==> src/shared/pbo_consts.svh <==
`ifndef PBO_CONSTS_SVH
`define PBO_CONSTS_SVH

// Clock rate and derived microsecond divider
`define PBO_CLK_MHZ        100
`define PBO_US_PER_MS      1000

// Timing figures in their own units
`define PBO_DEB_TIME_MS    16
`define PBO_MIN_PRESS_US   150
`define PBO_POST_RST_US    500
`define PBO_EXT_TIME_MS    9500
`define PBO_BASE_TIME_S    4
`define PBO_MAX_TIME_S     14
`define PBO_MS_PER_S       1000

// Derived counts, in microseconds, milliseconds or seconds
`define PBO_DEB_US  (`PBO_DEB_TIME_MS * `PBO_US_PER_MS)
`define PBO_BASE_MS (`PBO_BASE_TIME_S * `PBO_MS_PER_S)
`define PBO_MAX_SEL (`PBO_MAX_TIME_S - `PBO_BASE_TIME_S)

// Register byte offsets
`define PBO_ADR_CTRL       8'h00
`define PBO_ADR_STAT       8'h04

// Control register fields
`define PBO_CTRL_ORDER     0
`define PBO_CTRL_SCI       1
`define PBO_CTRL_EVT       2
`define PBO_CTRL_SMI       3
`define PBO_CTRL_SEL_LO    4
`define PBO_CTRL_SEL_HI    7

// Status register fields
`define PBO_STAT_STS       0
`define PBO_STAT_LVL       1
`define PBO_STAT_ARMED     2
`define PBO_STAT_WAKE      3

// Reset values
`define PBO_CTRL_RST       4'h0
`define PBO_SEL_RST        4'h0

`endif

==> src/shared/pbo_pkg.sv <==
package pbo_pkg;

	// Platform power state reported by the sequencer
	typedef enum logic [1:0] {
		PS_WORK  = 2'h0,
		PS_SLEEP = 2'h1,
		PS_SOFT  = 2'h2,
		PS_DEEP  = 2'h3
	} pbo_pstate_type;

	// Press tracker, one-hot
	typedef enum logic [3:0] {
		PR_IDLE  = 4'h1,
		PR_PRESS = 4'h2,
		PR_HELD  = 4'h4,
		PR_DONE  = 4'h8
	} pbo_press_type;

endpackage

==> src/logic/pbo_sync.sv <==
// Two-flop synchroniser for the raw button pin
module pbo_sync (
	// Clock and reset
	input  wire logic sys_clk,
	input  wire logic resetn,
	// Data
	input  wire logic dIn,
	output logic      dOut
);

	logic stage1_r;

	// Idle level is high, so both stages reset high
	always_ff @(posedge sys_clk) begin
		if (!resetn) begin
			stage1_r <= 1'b1;
			dOut     <= 1'b1;
		end else begin
			stage1_r <= dIn;
			dOut     <= stage1_r;
		end
	end

endmodule // pbo_sync

==> src/logic/pbo_tick.sv <==
`include "pbo_consts.svh"

// Microsecond and millisecond enable pulses
module pbo_tick #(
	parameter int CYC_PER_US = `PBO_CLK_MHZ,
	parameter int US_PER_MS  = `PBO_US_PER_MS
) (
	// Clock and reset
	input  wire logic sys_clk,
	input  wire logic resetn,
	// Enables
	output logic      usTick,
	output logic      msTick
);

	logic [15:0] cycCnt_r;
	logic [15:0] usCnt_r;

	// Cycle divider gives one pulse per microsecond
	always_ff @(posedge sys_clk) begin
		if (!resetn) begin
			cycCnt_r <= 16'h0000;
			usTick   <= 1'b0;
		end else if (cycCnt_r == 16'(CYC_PER_US - 1)) begin
			cycCnt_r <= 16'h0000;
			usTick   <= 1'b1;
		end else begin
			cycCnt_r <= cycCnt_r + 16'h0001;
			usTick   <= 1'b0;
		end
	end

	// Microsecond divider gives one pulse per millisecond
	always_ff @(posedge sys_clk) begin
		if (!resetn) begin
			usCnt_r <= 16'h0000;
			msTick  <= 1'b0;
		end else if (usTick && usCnt_r == 16'(US_PER_MS - 1)) begin
			usCnt_r <= 16'h0000;
			msTick  <= 1'b1;
		end else begin
			if (usTick)
				usCnt_r <= usCnt_r + 16'h0001;
			msTick <= 1'b0;
		end
	end

endmodule // pbo_tick

==> src/logic/pbo_power_button.sv <==
// Local design decisions: the placing of the registers and register access over Wishbone.
`include "pbo_consts.svh"

// Function
// Debounce button input for 16 ms
// Order zero: act after full debounce
// Order one: act on raw edge, lockout
// Hold wake request while stretching runs
// Stretching lengthens override to nine-ten seconds
// Wake after stretch; override if still held
// Extension only after graceful entry paths
// Override period four to fourteen seconds
// Extended window ignores selected period
// Working press raises SMI or SCI
// Working press processed within 100 us
// Soft-off or deep-sleep press wakes system
// Wake needs 150 us minimum press
// Button released 500 us after reset
// Post-reset gate same in both orders
// Mechanical-off presses ignored entirely
// Held override forces soft-off unconditionally; the code issues it only when powerState is neither PS_SOFT nor PS_DEEP
// Override may lag up to 1.3 s
// Level bit: debounced or raw by order
// Well power loss clears status bit
// Synchronise input, millisecond timebase
module pbo_power_button #(
	parameter int CYC_PER_US = `PBO_CLK_MHZ,
	parameter int US_PER_MS  = `PBO_US_PER_MS
) (
	// Clock and resume-well reset
	input  wire logic        sys_clk,
	input  wire logic        resetn,
	// Wishbone slave
	input  wire logic        wb_cyc_i,
	input  wire logic        wb_stb_i,
	input  wire logic        wb_we_i,
	input  wire logic [7:0]  wb_adr_i,
	input  wire logic [3:0]  wb_sel_i,
	input  wire logic [31:0] wb_dat_i,
	output logic [31:0]      wb_dat_o,
	output logic             wb_ack_o,
	// Button pin and platform state
	input  wire logic        power_button_n,
	input  wire logic        deep_well_power_good,
	input  wire logic [1:0]  powerState,
	input  wire logic        sleepStretchActive,
	input  wire logic        extensionEligible,
	// Requests to the sequencer and event logic
	output logic             smiReq,
	output logic             sciReq,
	output logic             wakeReq,
	output logic             overrideReq
);

	// Debounce length in microsecond ticks; follows the timebase scale
	localparam int DEB_US = `PBO_DEB_TIME_MS * US_PER_MS;

	logic        btnSync;
	logic        usTick;
	logic        msTick;
	logic        debLvl_r;
	logic        syncPrev_r;
	logic        debPrev_r;
	logic [15:0] debCnt_r;
	logic [15:0] lockCnt_r;
	logic [15:0] armCnt_r;
	logic        armed_r;
	logic [15:0] lowUs_r;
	logic [15:0] heldMs_r;
	logic [15:0] thrMs;
	logic        debounce_order_select;
	logic        sci_route_enable;
	logic        button_event_enable;
	logic        global_smi_enable;
	logic [3:0]  override_period_select;
	logic        button_status_bit;
	logic        button_level_bit;
	logic        wakePend_r;
	logic        inG3;
	logic        pressEdge;
	logic        qualify;
	logic        curLvl;
	logic        wbReq;
	logic        wbWr;
	pbo_pkg::pbo_press_type press_r;
	pbo_pkg::pbo_press_type press_nxt;

	// Input synchroniser and timebase
	pbo_sync u_sync (
		.sys_clk (sys_clk),
		.resetn  (resetn),
		.dIn     (power_button_n),
		.dOut    (btnSync)
	);

	pbo_tick #(
		.CYC_PER_US (CYC_PER_US),
		.US_PER_MS  (US_PER_MS)
	) u_tick (
		.sys_clk (sys_clk),
		.resetn  (resetn),
		.usTick  (usTick),
		.msTick  (msTick)
	);

	// Mechanical-off: no well power, nothing seen or latched
	assign inG3 = !deep_well_power_good;

	// Debounce: level must stand unchanged for the full window
	always_ff @(posedge sys_clk) begin
		if (!resetn) begin
			debLvl_r <= 1'b1;
			debCnt_r <= 16'h0000;
		end else if (btnSync == debLvl_r) begin
			debCnt_r <= 16'h0000;
		end else if (usTick) begin
			if (debCnt_r == 16'(DEB_US - 1)) begin
				debLvl_r <= btnSync;
				debCnt_r <= 16'h0000;
			end else begin
				debCnt_r <= debCnt_r + 16'h0001;
			end
		end
	end

	// Edge history of raw and debounced levels
	always_ff @(posedge sys_clk) begin
		if (!resetn) begin
			syncPrev_r <= 1'b1;
			debPrev_r  <= 1'b1;
		end else begin
			syncPrev_r <= btnSync;
			debPrev_r  <= debLvl_r;
		end
	end

	// Raw-edge lockout: later falls ignored for the debounce time
	always_ff @(posedge sys_clk) begin
		if (!resetn || inG3) begin
			lockCnt_r <= 16'h0000;
		end else if (pressEdge && debounce_order_select) begin
			lockCnt_r <= 16'(DEB_US);
		end else if (usTick && lockCnt_r != 16'h0000) begin
			lockCnt_r <= lockCnt_r - 16'h0001;
		end
	end

	// Post-reset gate: pin must read released for 500 us first.
	// A press held through reset keeps the block disarmed, which
	// is the documented stall in soft-off.
	always_ff @(posedge sys_clk) begin
		if (!resetn) begin
			armCnt_r <= 16'h0000;
			armed_r  <= 1'b0;
		end else if (!armed_r) begin
			if (!btnSync)
				armCnt_r <= 16'h0000;
			else if (usTick) begin
				if (armCnt_r == 16'(`PBO_POST_RST_US - 1))
					armed_r <= 1'b1;
				else
					armCnt_r <= armCnt_r + 16'h0001;
			end
		end
	end

	// Press detect depends on the debounce order
	always_comb begin
		if (debounce_order_select) begin
			pressEdge = syncPrev_r && !btnSync &&
				lockCnt_r == 16'h0000;
			curLvl = btnSync;
		end else begin
			pressEdge = debPrev_r && !debLvl_r;
			curLvl = debLvl_r;
		end
		pressEdge = pressEdge && armed_r && !inG3;
	end

	// Wake qualifies once the minimum press time is met.
	// In order zero the debounce already exceeds it.
	assign qualify = !debounce_order_select ||
		lowUs_r >= 16'(`PBO_MIN_PRESS_US);

	// Override threshold in milliseconds
	always_comb begin
		if (sleepStretchActive && extensionEligible)
			thrMs = 16'(`PBO_EXT_TIME_MS);
		else if (override_period_select > 4'(`PBO_MAX_SEL))
			thrMs = 16'(`PBO_MAX_TIME_S * `PBO_MS_PER_S);
		else
			thrMs = 16'(`PBO_BASE_MS) +
				16'(override_period_select) *
				16'(`PBO_MS_PER_S);
	end

	// Press tracker next state
	always_comb begin
		press_nxt = press_r;
		case (press_r)
			pbo_pkg::PR_IDLE: begin
				if (pressEdge)
					press_nxt = pbo_pkg::PR_PRESS;
			end
			pbo_pkg::PR_PRESS: begin
				if (curLvl)
					press_nxt = pbo_pkg::PR_IDLE;
				else if (qualify)
					press_nxt = pbo_pkg::PR_HELD;
			end
			pbo_pkg::PR_HELD: begin
				if (debLvl_r && curLvl)
					press_nxt = pbo_pkg::PR_IDLE;
				else if (!debLvl_r && heldMs_r >= thrMs &&
						powerState != 2'(pbo_pkg::PS_DEEP) &&
						powerState != 2'(pbo_pkg::PS_SOFT))
					press_nxt = pbo_pkg::PR_DONE;
			end
			pbo_pkg::PR_DONE: begin
				if (debLvl_r)
					press_nxt = pbo_pkg::PR_IDLE;
			end
			default: press_nxt = pbo_pkg::PR_IDLE;
		endcase
	end

	// Press tracker state; power loss drops any press
	always_ff @(posedge sys_clk) begin
		if (!resetn || inG3)
			press_r <= pbo_pkg::PR_IDLE;
		else
			press_r <= press_nxt;
	end

	// Low-time counter for the minimum press
	always_ff @(posedge sys_clk) begin
		if (!resetn || press_r != pbo_pkg::PR_PRESS)
			lowUs_r <= 16'h0000;
		else if (usTick && lowUs_r != 16'hFFFF)
			lowUs_r <= lowUs_r + 16'h0001;
	end

	// Hold counter, always on the debounced level.
	// Fires on the exact threshold, well inside the allowed lag.
	always_ff @(posedge sys_clk) begin
		if (!resetn || press_r == pbo_pkg::PR_IDLE || debLvl_r)
			heldMs_r <= 16'h0000;
		else if (msTick && heldMs_r != 16'hFFFF)
			heldMs_r <= heldMs_r + 16'h0001;
	end

	// Working-state event routing, registered one cycle after the press edge
	always_ff @(posedge sys_clk) begin
		if (!resetn) begin
			smiReq <= 1'b0;
			sciReq <= 1'b0;
		end else begin
			smiReq <= 1'b0;
			sciReq <= 1'b0;
			if (pressEdge && button_event_enable &&
					powerState == 2'(pbo_pkg::PS_WORK)) begin
				if (sci_route_enable)
					sciReq <= 1'b1;
				else if (global_smi_enable)
					smiReq <= 1'b1;
			end
		end
	end

	// Wake is latched, then released when stretching ends
	always_ff @(posedge sys_clk) begin
		if (!resetn || inG3) begin
			wakePend_r <= 1'b0;
			wakeReq    <= 1'b0;
		end else begin
			wakeReq <= 1'b0;
			if (press_r == pbo_pkg::PR_PRESS &&
					press_nxt == pbo_pkg::PR_HELD &&
					(powerState == 2'(pbo_pkg::PS_SOFT) ||
					powerState == 2'(pbo_pkg::PS_DEEP)))
				wakePend_r <= 1'b1;
			else if (wakePend_r && !sleepStretchActive) begin
				wakePend_r <= 1'b0;
				wakeReq    <= 1'b1;
			end
		end
	end

	// Override pulse to the sequencer, no processor handshake
	always_ff @(posedge sys_clk) begin
		if (!resetn)
			overrideReq <= 1'b0;
		else
			overrideReq <= press_r == pbo_pkg::PR_HELD &&
				press_nxt == pbo_pkg::PR_DONE;
	end

	// Status bit: press sets it, write-one clears, set wins
	always_ff @(posedge sys_clk) begin
		if (!resetn || inG3)
			button_status_bit <= 1'b0;
		else if (pressEdge)
			button_status_bit <= 1'b1;
		else if (wbWr && wb_adr_i == `PBO_ADR_STAT && wb_sel_i[0] &&
				wb_dat_i[`PBO_STAT_STS])
			button_status_bit <= 1'b0;
	end

	// Level bit follows the selected view of the pin
	assign button_level_bit = debounce_order_select ?
		btnSync : debLvl_r;

	// Bus decode; a write lands on the edge that sees ack high
	assign wbReq = wb_cyc_i && wb_stb_i;
	assign wbWr  = wbReq && wb_we_i && wb_ack_o;

	// Ack one cycle after the request, dropped the cycle after
	always_ff @(posedge sys_clk) begin
		if (!resetn)
			wb_ack_o <= 1'b0;
		else
			wb_ack_o <= wbReq && !wb_ack_o;
	end

	// Control register, byte lane zero only
	always_ff @(posedge sys_clk) begin
		if (!resetn) begin
			{global_smi_enable, button_event_enable,
				sci_route_enable, debounce_order_select} <=
				`PBO_CTRL_RST;
			override_period_select <= `PBO_SEL_RST;
		end else if (wbWr && wb_adr_i == `PBO_ADR_CTRL &&
				wb_sel_i[0]) begin
			debounce_order_select <= wb_dat_i[`PBO_CTRL_ORDER];
			sci_route_enable      <= wb_dat_i[`PBO_CTRL_SCI];
			button_event_enable   <= wb_dat_i[`PBO_CTRL_EVT];
			global_smi_enable     <= wb_dat_i[`PBO_CTRL_SMI];
			override_period_select <=
				wb_dat_i[`PBO_CTRL_SEL_HI:`PBO_CTRL_SEL_LO];
		end
	end

	// Read data; unmapped addresses read zero
	always_ff @(posedge sys_clk) begin
		if (!resetn) begin
			wb_dat_o <= 32'h0000_0000;
		end else if (wbReq && !wb_ack_o) begin
			wb_dat_o <= 32'h0000_0000;
			case (wb_adr_i)
				`PBO_ADR_CTRL: begin
					wb_dat_o[`PBO_CTRL_ORDER] <= debounce_order_select;
					wb_dat_o[`PBO_CTRL_SCI]   <= sci_route_enable;
					wb_dat_o[`PBO_CTRL_EVT]   <= button_event_enable;
					wb_dat_o[`PBO_CTRL_SMI]   <= global_smi_enable;
					wb_dat_o[`PBO_CTRL_SEL_HI:`PBO_CTRL_SEL_LO] <=
						override_period_select;
				end
				`PBO_ADR_STAT: begin
					wb_dat_o[`PBO_STAT_STS]   <= button_status_bit;
					wb_dat_o[`PBO_STAT_LVL]   <= button_level_bit;
					wb_dat_o[`PBO_STAT_ARMED] <= armed_r;
					wb_dat_o[`PBO_STAT_WAKE]  <= wakePend_r;
				end
				default: wb_dat_o <= 32'h0000_0000;
			endcase
		end
	end

endmodule // pbo_power_button

==> config.mk <==
export PLATFORM = sky130hd
export DESIGN_NAME = pbo_power_button
export DESIGN_NICKNAME = d
export VERILOG_FILES = /design/src/shared/pbo_pkg.sv /design/src/logic/pbo_sync.sv /design/src/logic/pbo_tick.sv /design/src/logic/pbo_power_button.sv
export VERILOG_INCLUDE_DIRS = /design/src /design/src/shared
export SDC_FILE = /design/constraint.sdc
export NUM_CORES = 1
export LEC_CHECK = 0
export BUFFER_PORTS_ARGS = -buffer_cell sky130_fd_sc_hd__buf_2
export CAP_MARGIN = 20
export CORE_MARGIN = 8
export CORE_UTILIZATION = 24
export DETAILED_ROUTE_END_ITERATION = 10
export HOLD_SLACK_MARGIN = 0.1
export PLACE_DENSITY_LB_ADDON = 0.08
export SETUP_SLACK_MARGIN = 0.2
export SLEW_MARGIN = 30
export SYNTH_ARGS = -nofsm -noshare
export SYNTH_HDL_FRONTEND = slang
export SYNTH_HIERARCHICAL = 1
export SYNTH_SLANG_ARGS = --single-unit
==> constraint.sdc <==
create_clock -name sys_clk -period 5.9 [get_ports sys_clk]
set_input_delay 1.77 -clock sys_clk [delete_from_list [all_inputs] [get_ports sys_clk]]
set_output_delay 1.77 -clock sys_clk [all_outputs]
set_load 0.02 [all_outputs]
# After elaboration in Yosys (flattened, before gate mapping)
# Index checks and enable logic that the tools add are counted.
# word_totals
out_inout_bits	37
input_bits	55
register_bits	147
word_cells	158
# op_classes
add_sub_neg	8
n_mux	32
magnitude_cmp	3
n_bitwise	4
reduce_logical	59
n_mul	1
n_eq_ne	21
# op_table
cell	count
16-bit by 1-bit adder with 16-bit output, second input constant	6
16-bit two-way mux	4
16-bit != test, second input constant	2
1-bit logical AND	30
15-bit two-way mux	2
14-bit two-way mux	2
4-bit two-way mux	7
16-bit by 10-bit == test with 1-bit output, second input constant	1
16-bit by 14-bit == test with 1-bit output, second input constant	1
16-bit by 7-bit == test with 1-bit output, second input constant	1
16-bit by 9-bit == test with 1-bit output, second input constant	1
16-bit >= comparator	1
16-bit by 8-bit >= comparator with 1-bit output, second input constant	1
16-bit logical NOT	1
4-bit one-hot mux with 4 select lines	1
16-bit nonzero test	1
16-bit by 1-bit subtractor with 16-bit output, second input constant	1
12-bit by 14-bit adder with 15-bit output, first input constant	1
1-bit two-way mux	15
4-bit by 7-bit multiplier with 11-bit output, second input constant	1
2-bit OR reduction	5
4-bit by 3-bit == test with 1-bit output, second input constant	2
4-bit == test, second input constant	2
8-bit by 3-bit == test with 1-bit output, second input constant	1
other kinds (18)	38

# Longest topological paths before layout
# depth
ltp_word	15
depth_mapped	18
depth_no_buf	18

# By module
# Netlist, hierarchy kept.
# modules_own_cells
module	seq_area_each_um2	n_inst	area_each_um2	cells_each
pbo_power_button	2222.1	1	6457.4	776
pbo_tick	680.7	1	1477.7	165
pbo_sync	40.0	1	52.6	4

# Least setup slack after synthesis
# No wires, ideal clock.
# synth_path
path_kind	flip-flop to flip-flop
start	reg override_period_select[1]
end	reg press_r[2]
n_path_buf	0
t_arrival_ps	4237
setup_slack_ps	1576
stages_incl_launch_ff	19
synth_period_minus_slack_ps	4324
setup_ps	87
required_time_ps	5813
cell_sequence	dfxtp_1 fa_1 inv_1 fa_1 inv_1 ha_1 a211oi_1 nor2_1 xor2_1 nor4_1 nor3_1 nor3_1 ha_1 and4b_1 a211oi_1 o221ai_1 a21oi_1 nor3_1 o31ai_1
# synth_via
elab_chain_len	11
word_cells_on_any_way	12
cone_classes	add/sub: 1; mul: 1; order compare: 2; mux: 5; reduce/logical: 3
# synth_lines
item	line_no	rtl
start: declaration	pbo_power_button.sv:75	logic [3:0] override_period_select;
start signal: assignment	pbo_power_button.sv:331	override_period_select <= `PBO_SEL_RST;
start signal: assignment	pbo_power_button.sv:338	override_period_select <=
4-bit by 7-bit multiplier with 11-bit output	pbo_power_button.sv:193	16'(override_period_select) *
12-bit by 14-bit adder with 15-bit output	pbo_power_button.sv:192	thrMs = 16'(`PBO_BASE_MS) +
15-bit two-way mux *	pbo_power_button.sv:189	else if (override_period_select > 4'(`PBO_MAX_SEL))
15-bit two-way mux *	pbo_power_button.sv:187	if (sleepStretchActive && extensionEligible)
16-bit >= comparator *	pbo_power_button.sv:214	else if (!debLvl_r && heldMs_r >= thrMs &&
1-bit logical AND * (2 in series)	pbo_power_button.sv:214	
1-bit logical AND *	pbo_power_button.sv:215	powerState != 2'(pbo_pkg::PS_DEEP) &&
4-bit two-way mux *	pbo_power_button.sv:214	
4-bit two-way mux *	pbo_power_button.sv:212	if (debLvl_r && curLvl)
4-bit one-hot mux with 4 select lines *	pbo_power_button.sv:200	case (press_r)
end signal: assignment	pbo_power_button.sv:230	press_r <= pbo_pkg::PR_IDLE;
end signal: assignment	pbo_power_button.sv:232	press_r <= press_nxt;
end: declaration	pbo_power_button.sv:85	pbo_pkg::pbo_press_type press_r;
# Mark *: on every way between the ends. The rest lies on a longest branch, timed or not.
# A chain may end at the register's enable or synchronous reset.

# Final worst setup path
# Same ends and word-level chain as after synthesis.

==> flow_metrics.env <==
export IMPL_setup_viol=0
export IMPL_gr_total_overflow=0
export IMPL_cp_start_kind="register"
export IMPL_utilization_pct=27.7
export IMPL_postCtsHoldBufs=0
export IMPL_endpoint_kind="register"
export IMPL_totalWireLength_um=18900
export IMPL_initial_core_util_pct=24.1
export IMPL_numCtsBuffers=17
export IMPL_num_rows=67
export IMPL_maxSlewHeadroom_pct=47.2
export IMPL_cts_resized=0
export IMPL_drc=0
export IMPL_clock_latency_ps=420
export IMPL_fin_setup_tns_ps=0
export IMPL_first_iter_violations=275
export IMPL_worstPathArrival_ps=5450
export IMPL_hp_start="u_sync/stage1_r$_SDFF_PN1_"
export IMPL_holdPathEnd="u_sync/dOut$_SDFF_PN1_"
export IMPL_syn_inst=945
export IMPL_report_final_hold_viol_count=0
export IMPL_min_period_ps=5120
export IMPL_synth_edf_count=0
export IMPL_dieHeight_um=198
export IMPL_holdCritPathClass="register to register"
export IMPL_cp_common_cell="a211oi_1"
export IMPL_syn_to_final_growth_pct=15.0
export IMPL_seq_area_frac_synth_pct=36.8
export IMPL_synth_area_sq_mm=0.00799
export IMPL_slowest_stage="fa_1"
export IMPL_worstPathMaxFanout=9
export IMPL_post_cts_buffers=0
export IMPL_reg2reg_depth=18
export IMPL_via_per_inst=4.36
export IMPL_antenna_found_initial=0
export IMPL_hold_depth=1
export IMPL_dr_total_vias=6306
export IMPL_clk_transition_reported_paths_ps=60
export IMPL_synth_ff_type="dfxtp_1"
export IMPL_cts_num_sinks=147
export IMPL_crit_required_ps=6220
export IMPL_grt_max_degree=22
export IMPL_crit_type="register to register"
export IMPL_rsz0062_at_grt="no"
export IMPL_yosysUniqueCellTypes=74
export IMPL_diodes=0
export IMPL_critical_path_cell_chain="fa_1, inv_1, fa_1, inv_1, ha_1, nand2b_1, a211oi_1, a2111oi_0, a211oi_1, xor2_1, o21ai_0, ha_1, and4b_1, a211oi_1, o221ai_1, a21oi_1, nor3_1, o31ai_1"
export IMPL_port_buffers=40
export IMPL_ys_warn_count=6
export IMPL_clock_path_buffers=2
export IMPL_dpl_hpwl_um=13900
export IMPL_async_flop_share_pct=0
export IMPL_drt_pass1_iter_count=4
export IMPL_leakagePower_nw=3.23
export IMPL_grt_pass1_vias=6269
export IMPL_die_w_um=198
export IMPL_synth_top_cell_area_share_pct=36.8
export IMPL_grt_total_usage_pct=9.96
export IMPL_drive_gt1_share_pct=9.33
export IMPL_reg2reg_to="press_r[2]$_SDFF_PP0_"
export IMPL_htree_levels=4
export IMPL_routedWlPerCell_um=13.1
export IMPL_synth_seq_cells=147
export IMPL_place_congestion=0.742
export IMPL_die_area_sq_mm=0.0394
export IMPL_fmax_mhz=195
export IMPL_finalCritPeriodShare_pct=86.8
export IMPL_cts_root_buf="clkbuf_16"
export IMPL_yosys_top_cells_area="dfxtp_1, nor2_1, ha_1"
export IMPL_fin_skew_ps=12.2
export IMPL_tritoncts="done"
export IMPL_max_cap_viol_count=0
export IMPL_drtAntennaViolNets=0
export IMPL_mostFrequentLayoutCell="nor2_1"
export IMPL_cpPeakStageDelay_ps=650
export IMPL_yosys_area_top_type="dfxtp_1"
export IMPL_regToRegStartpoint="override_period_select[1]$_SDFFE_PN0P_"
export IMPL_grt_pass1_wl_um=32000
export IMPL_io_pin_count=92
export IMPL_ir_drop_v=0.000195
export IMPL_slew_viol_final=0
export IMPL_syn_avg_cell_area_sq_um=8.45
export IMPL_tightest_slew_ps=786
export IMPL_core_sq_mm=0.0331
export IMPL_power_density_mw_per_mm2=237
export IMPL_layout_common_cells="nor2_1, dfxtp_1, nand2_1"
export IMPL_fin_nets=1085
export IMPL_ff2ff_setup_slack_ps=780
export IMPL_status="finished, final reports clean"
-- metrics by stage --
stage | setup WS (ps) | cells | hold WS [ps] | total power [mW] | instance area [sq um]
global route | 384 | 1445 | 439 | 2.27 | 9190
global placement | 815 | 1413 | 398 | 1.09 | 8590
finish | 779 | 1445 | 413 | 2.18 | 9190
floorplan | 1580 | 968 | 386 | 1.08 | 8070
detailed placement | 750 | 1413 | 392 | 1.09 | 8590
CTS | 761 | 1445 | 407 | 2.23 | 9190
-- worst max-delay path by stage --
stage                     cells past startpoint               endpoint                                   start  slack [ps]
after CTS                                    18  press_r[2]$_SDFF_PP0_  override_period_select[1]$_SDFFE_PN0P_         760
after detailed placement                     18  press_r[2]$_SDFF_PP0_  override_period_select[1]$_SDFFE_PN0P_         750
final                                        18  press_r[2]$_SDFF_PP0_  override_period_select[1]$_SDFFE_PN0P_         780
after floorplan                              18  press_r[2]$_SDFF_PP0_  override_period_select[1]$_SDFFE_PN0P_        1580
after global placement                       18  press_r[2]$_SDFF_PP0_  override_period_select[1]$_SDFFE_PN0P_         810
after global routing                         18  press_r[2]$_SDFF_PP0_  override_period_select[1]$_SDFFE_PN0P_         380
-- synthesized netlist by cell type (8+ instances only) --
cell,number
nand2b_1,8
dfxtp_1,147
or3_1,10
mux2i_1,13
inv_1,41
nand4_1,31
clkbuf_1,20
ha_1,39
o21ai_0,16
and3_1,14
xor2_1,43
buf_4,24
nor2_1,151
nand3_1,43
a21oi_1,33
nor3b_1,8
nand2_1,69
nor2b_1,11
xnor2_1,54
nor4_1,28
nor3_1,30
-- layer usage --
layer	wire, um	up-vias	GRT usage (%)
met5	0	-	0
li1	-	3331	-
met3	711	20	2.33
met1	9990	2884	13.8
met4	272	0	3.18
met2	7950	71	15.0
-- critical path, delay by kind of cell (launching register included) --
kind / cells / cell delay [ps]
adders and majority gates: 4 / 1770
and+or+nand+nor: 3 / 380
xor gates and xnor gates: 1 / 140
AOI/OAI and AO/OA: 8 / 2150
buffers and inverters: 2 / 140
DFF: 1 / 420
-- power by group --
| group | internal, mW | switching, mW |
|---|---|---|
| clock network | 0.685 | 0.423 |
| logic | 0.0195 | 0.0483 |
| registers | 0.997 | 0.00452 |
-- cells by family after synthesis --
group           count (synthesis)  synth area share, %
xor+xnor                       97                 10.6
flops                         147                 36.8
other cells                     1               0.0469
buf+inv                        87                 5.33
fa+ha+maj                      46                 7.86
compound gates                106                 8.94
simple gates                  445                 28.3
mux                            16                 2.05
-- final cells by class --
type,instances,area [sq um]
fill,3602,23900
multi-input combinational,734,4710
sequential,147,2940
tap,448,561
clock buffer,22,464
timing repair buffer,43,223
inverter,41,154
clock inverter,10,131
-- registers in the layout, indices dropped and copies added (netlist names), 4 cells and up --
| signal | count |
|---|---|
| wb_dat_o | 8 |
| armCnt_r | 16 |
| debCnt_r | 16 |
| u_tick/cycCnt_r | 16 |
| lowUs_r | 16 |
| press_r | 4 |
| lockCnt_r | 16 |
| heldMs_r | 16 |
| u_tick/usCnt_r | 16 |
| override_period_select | 4 |
Note: power is estimated with default switching activity, not from simulation.
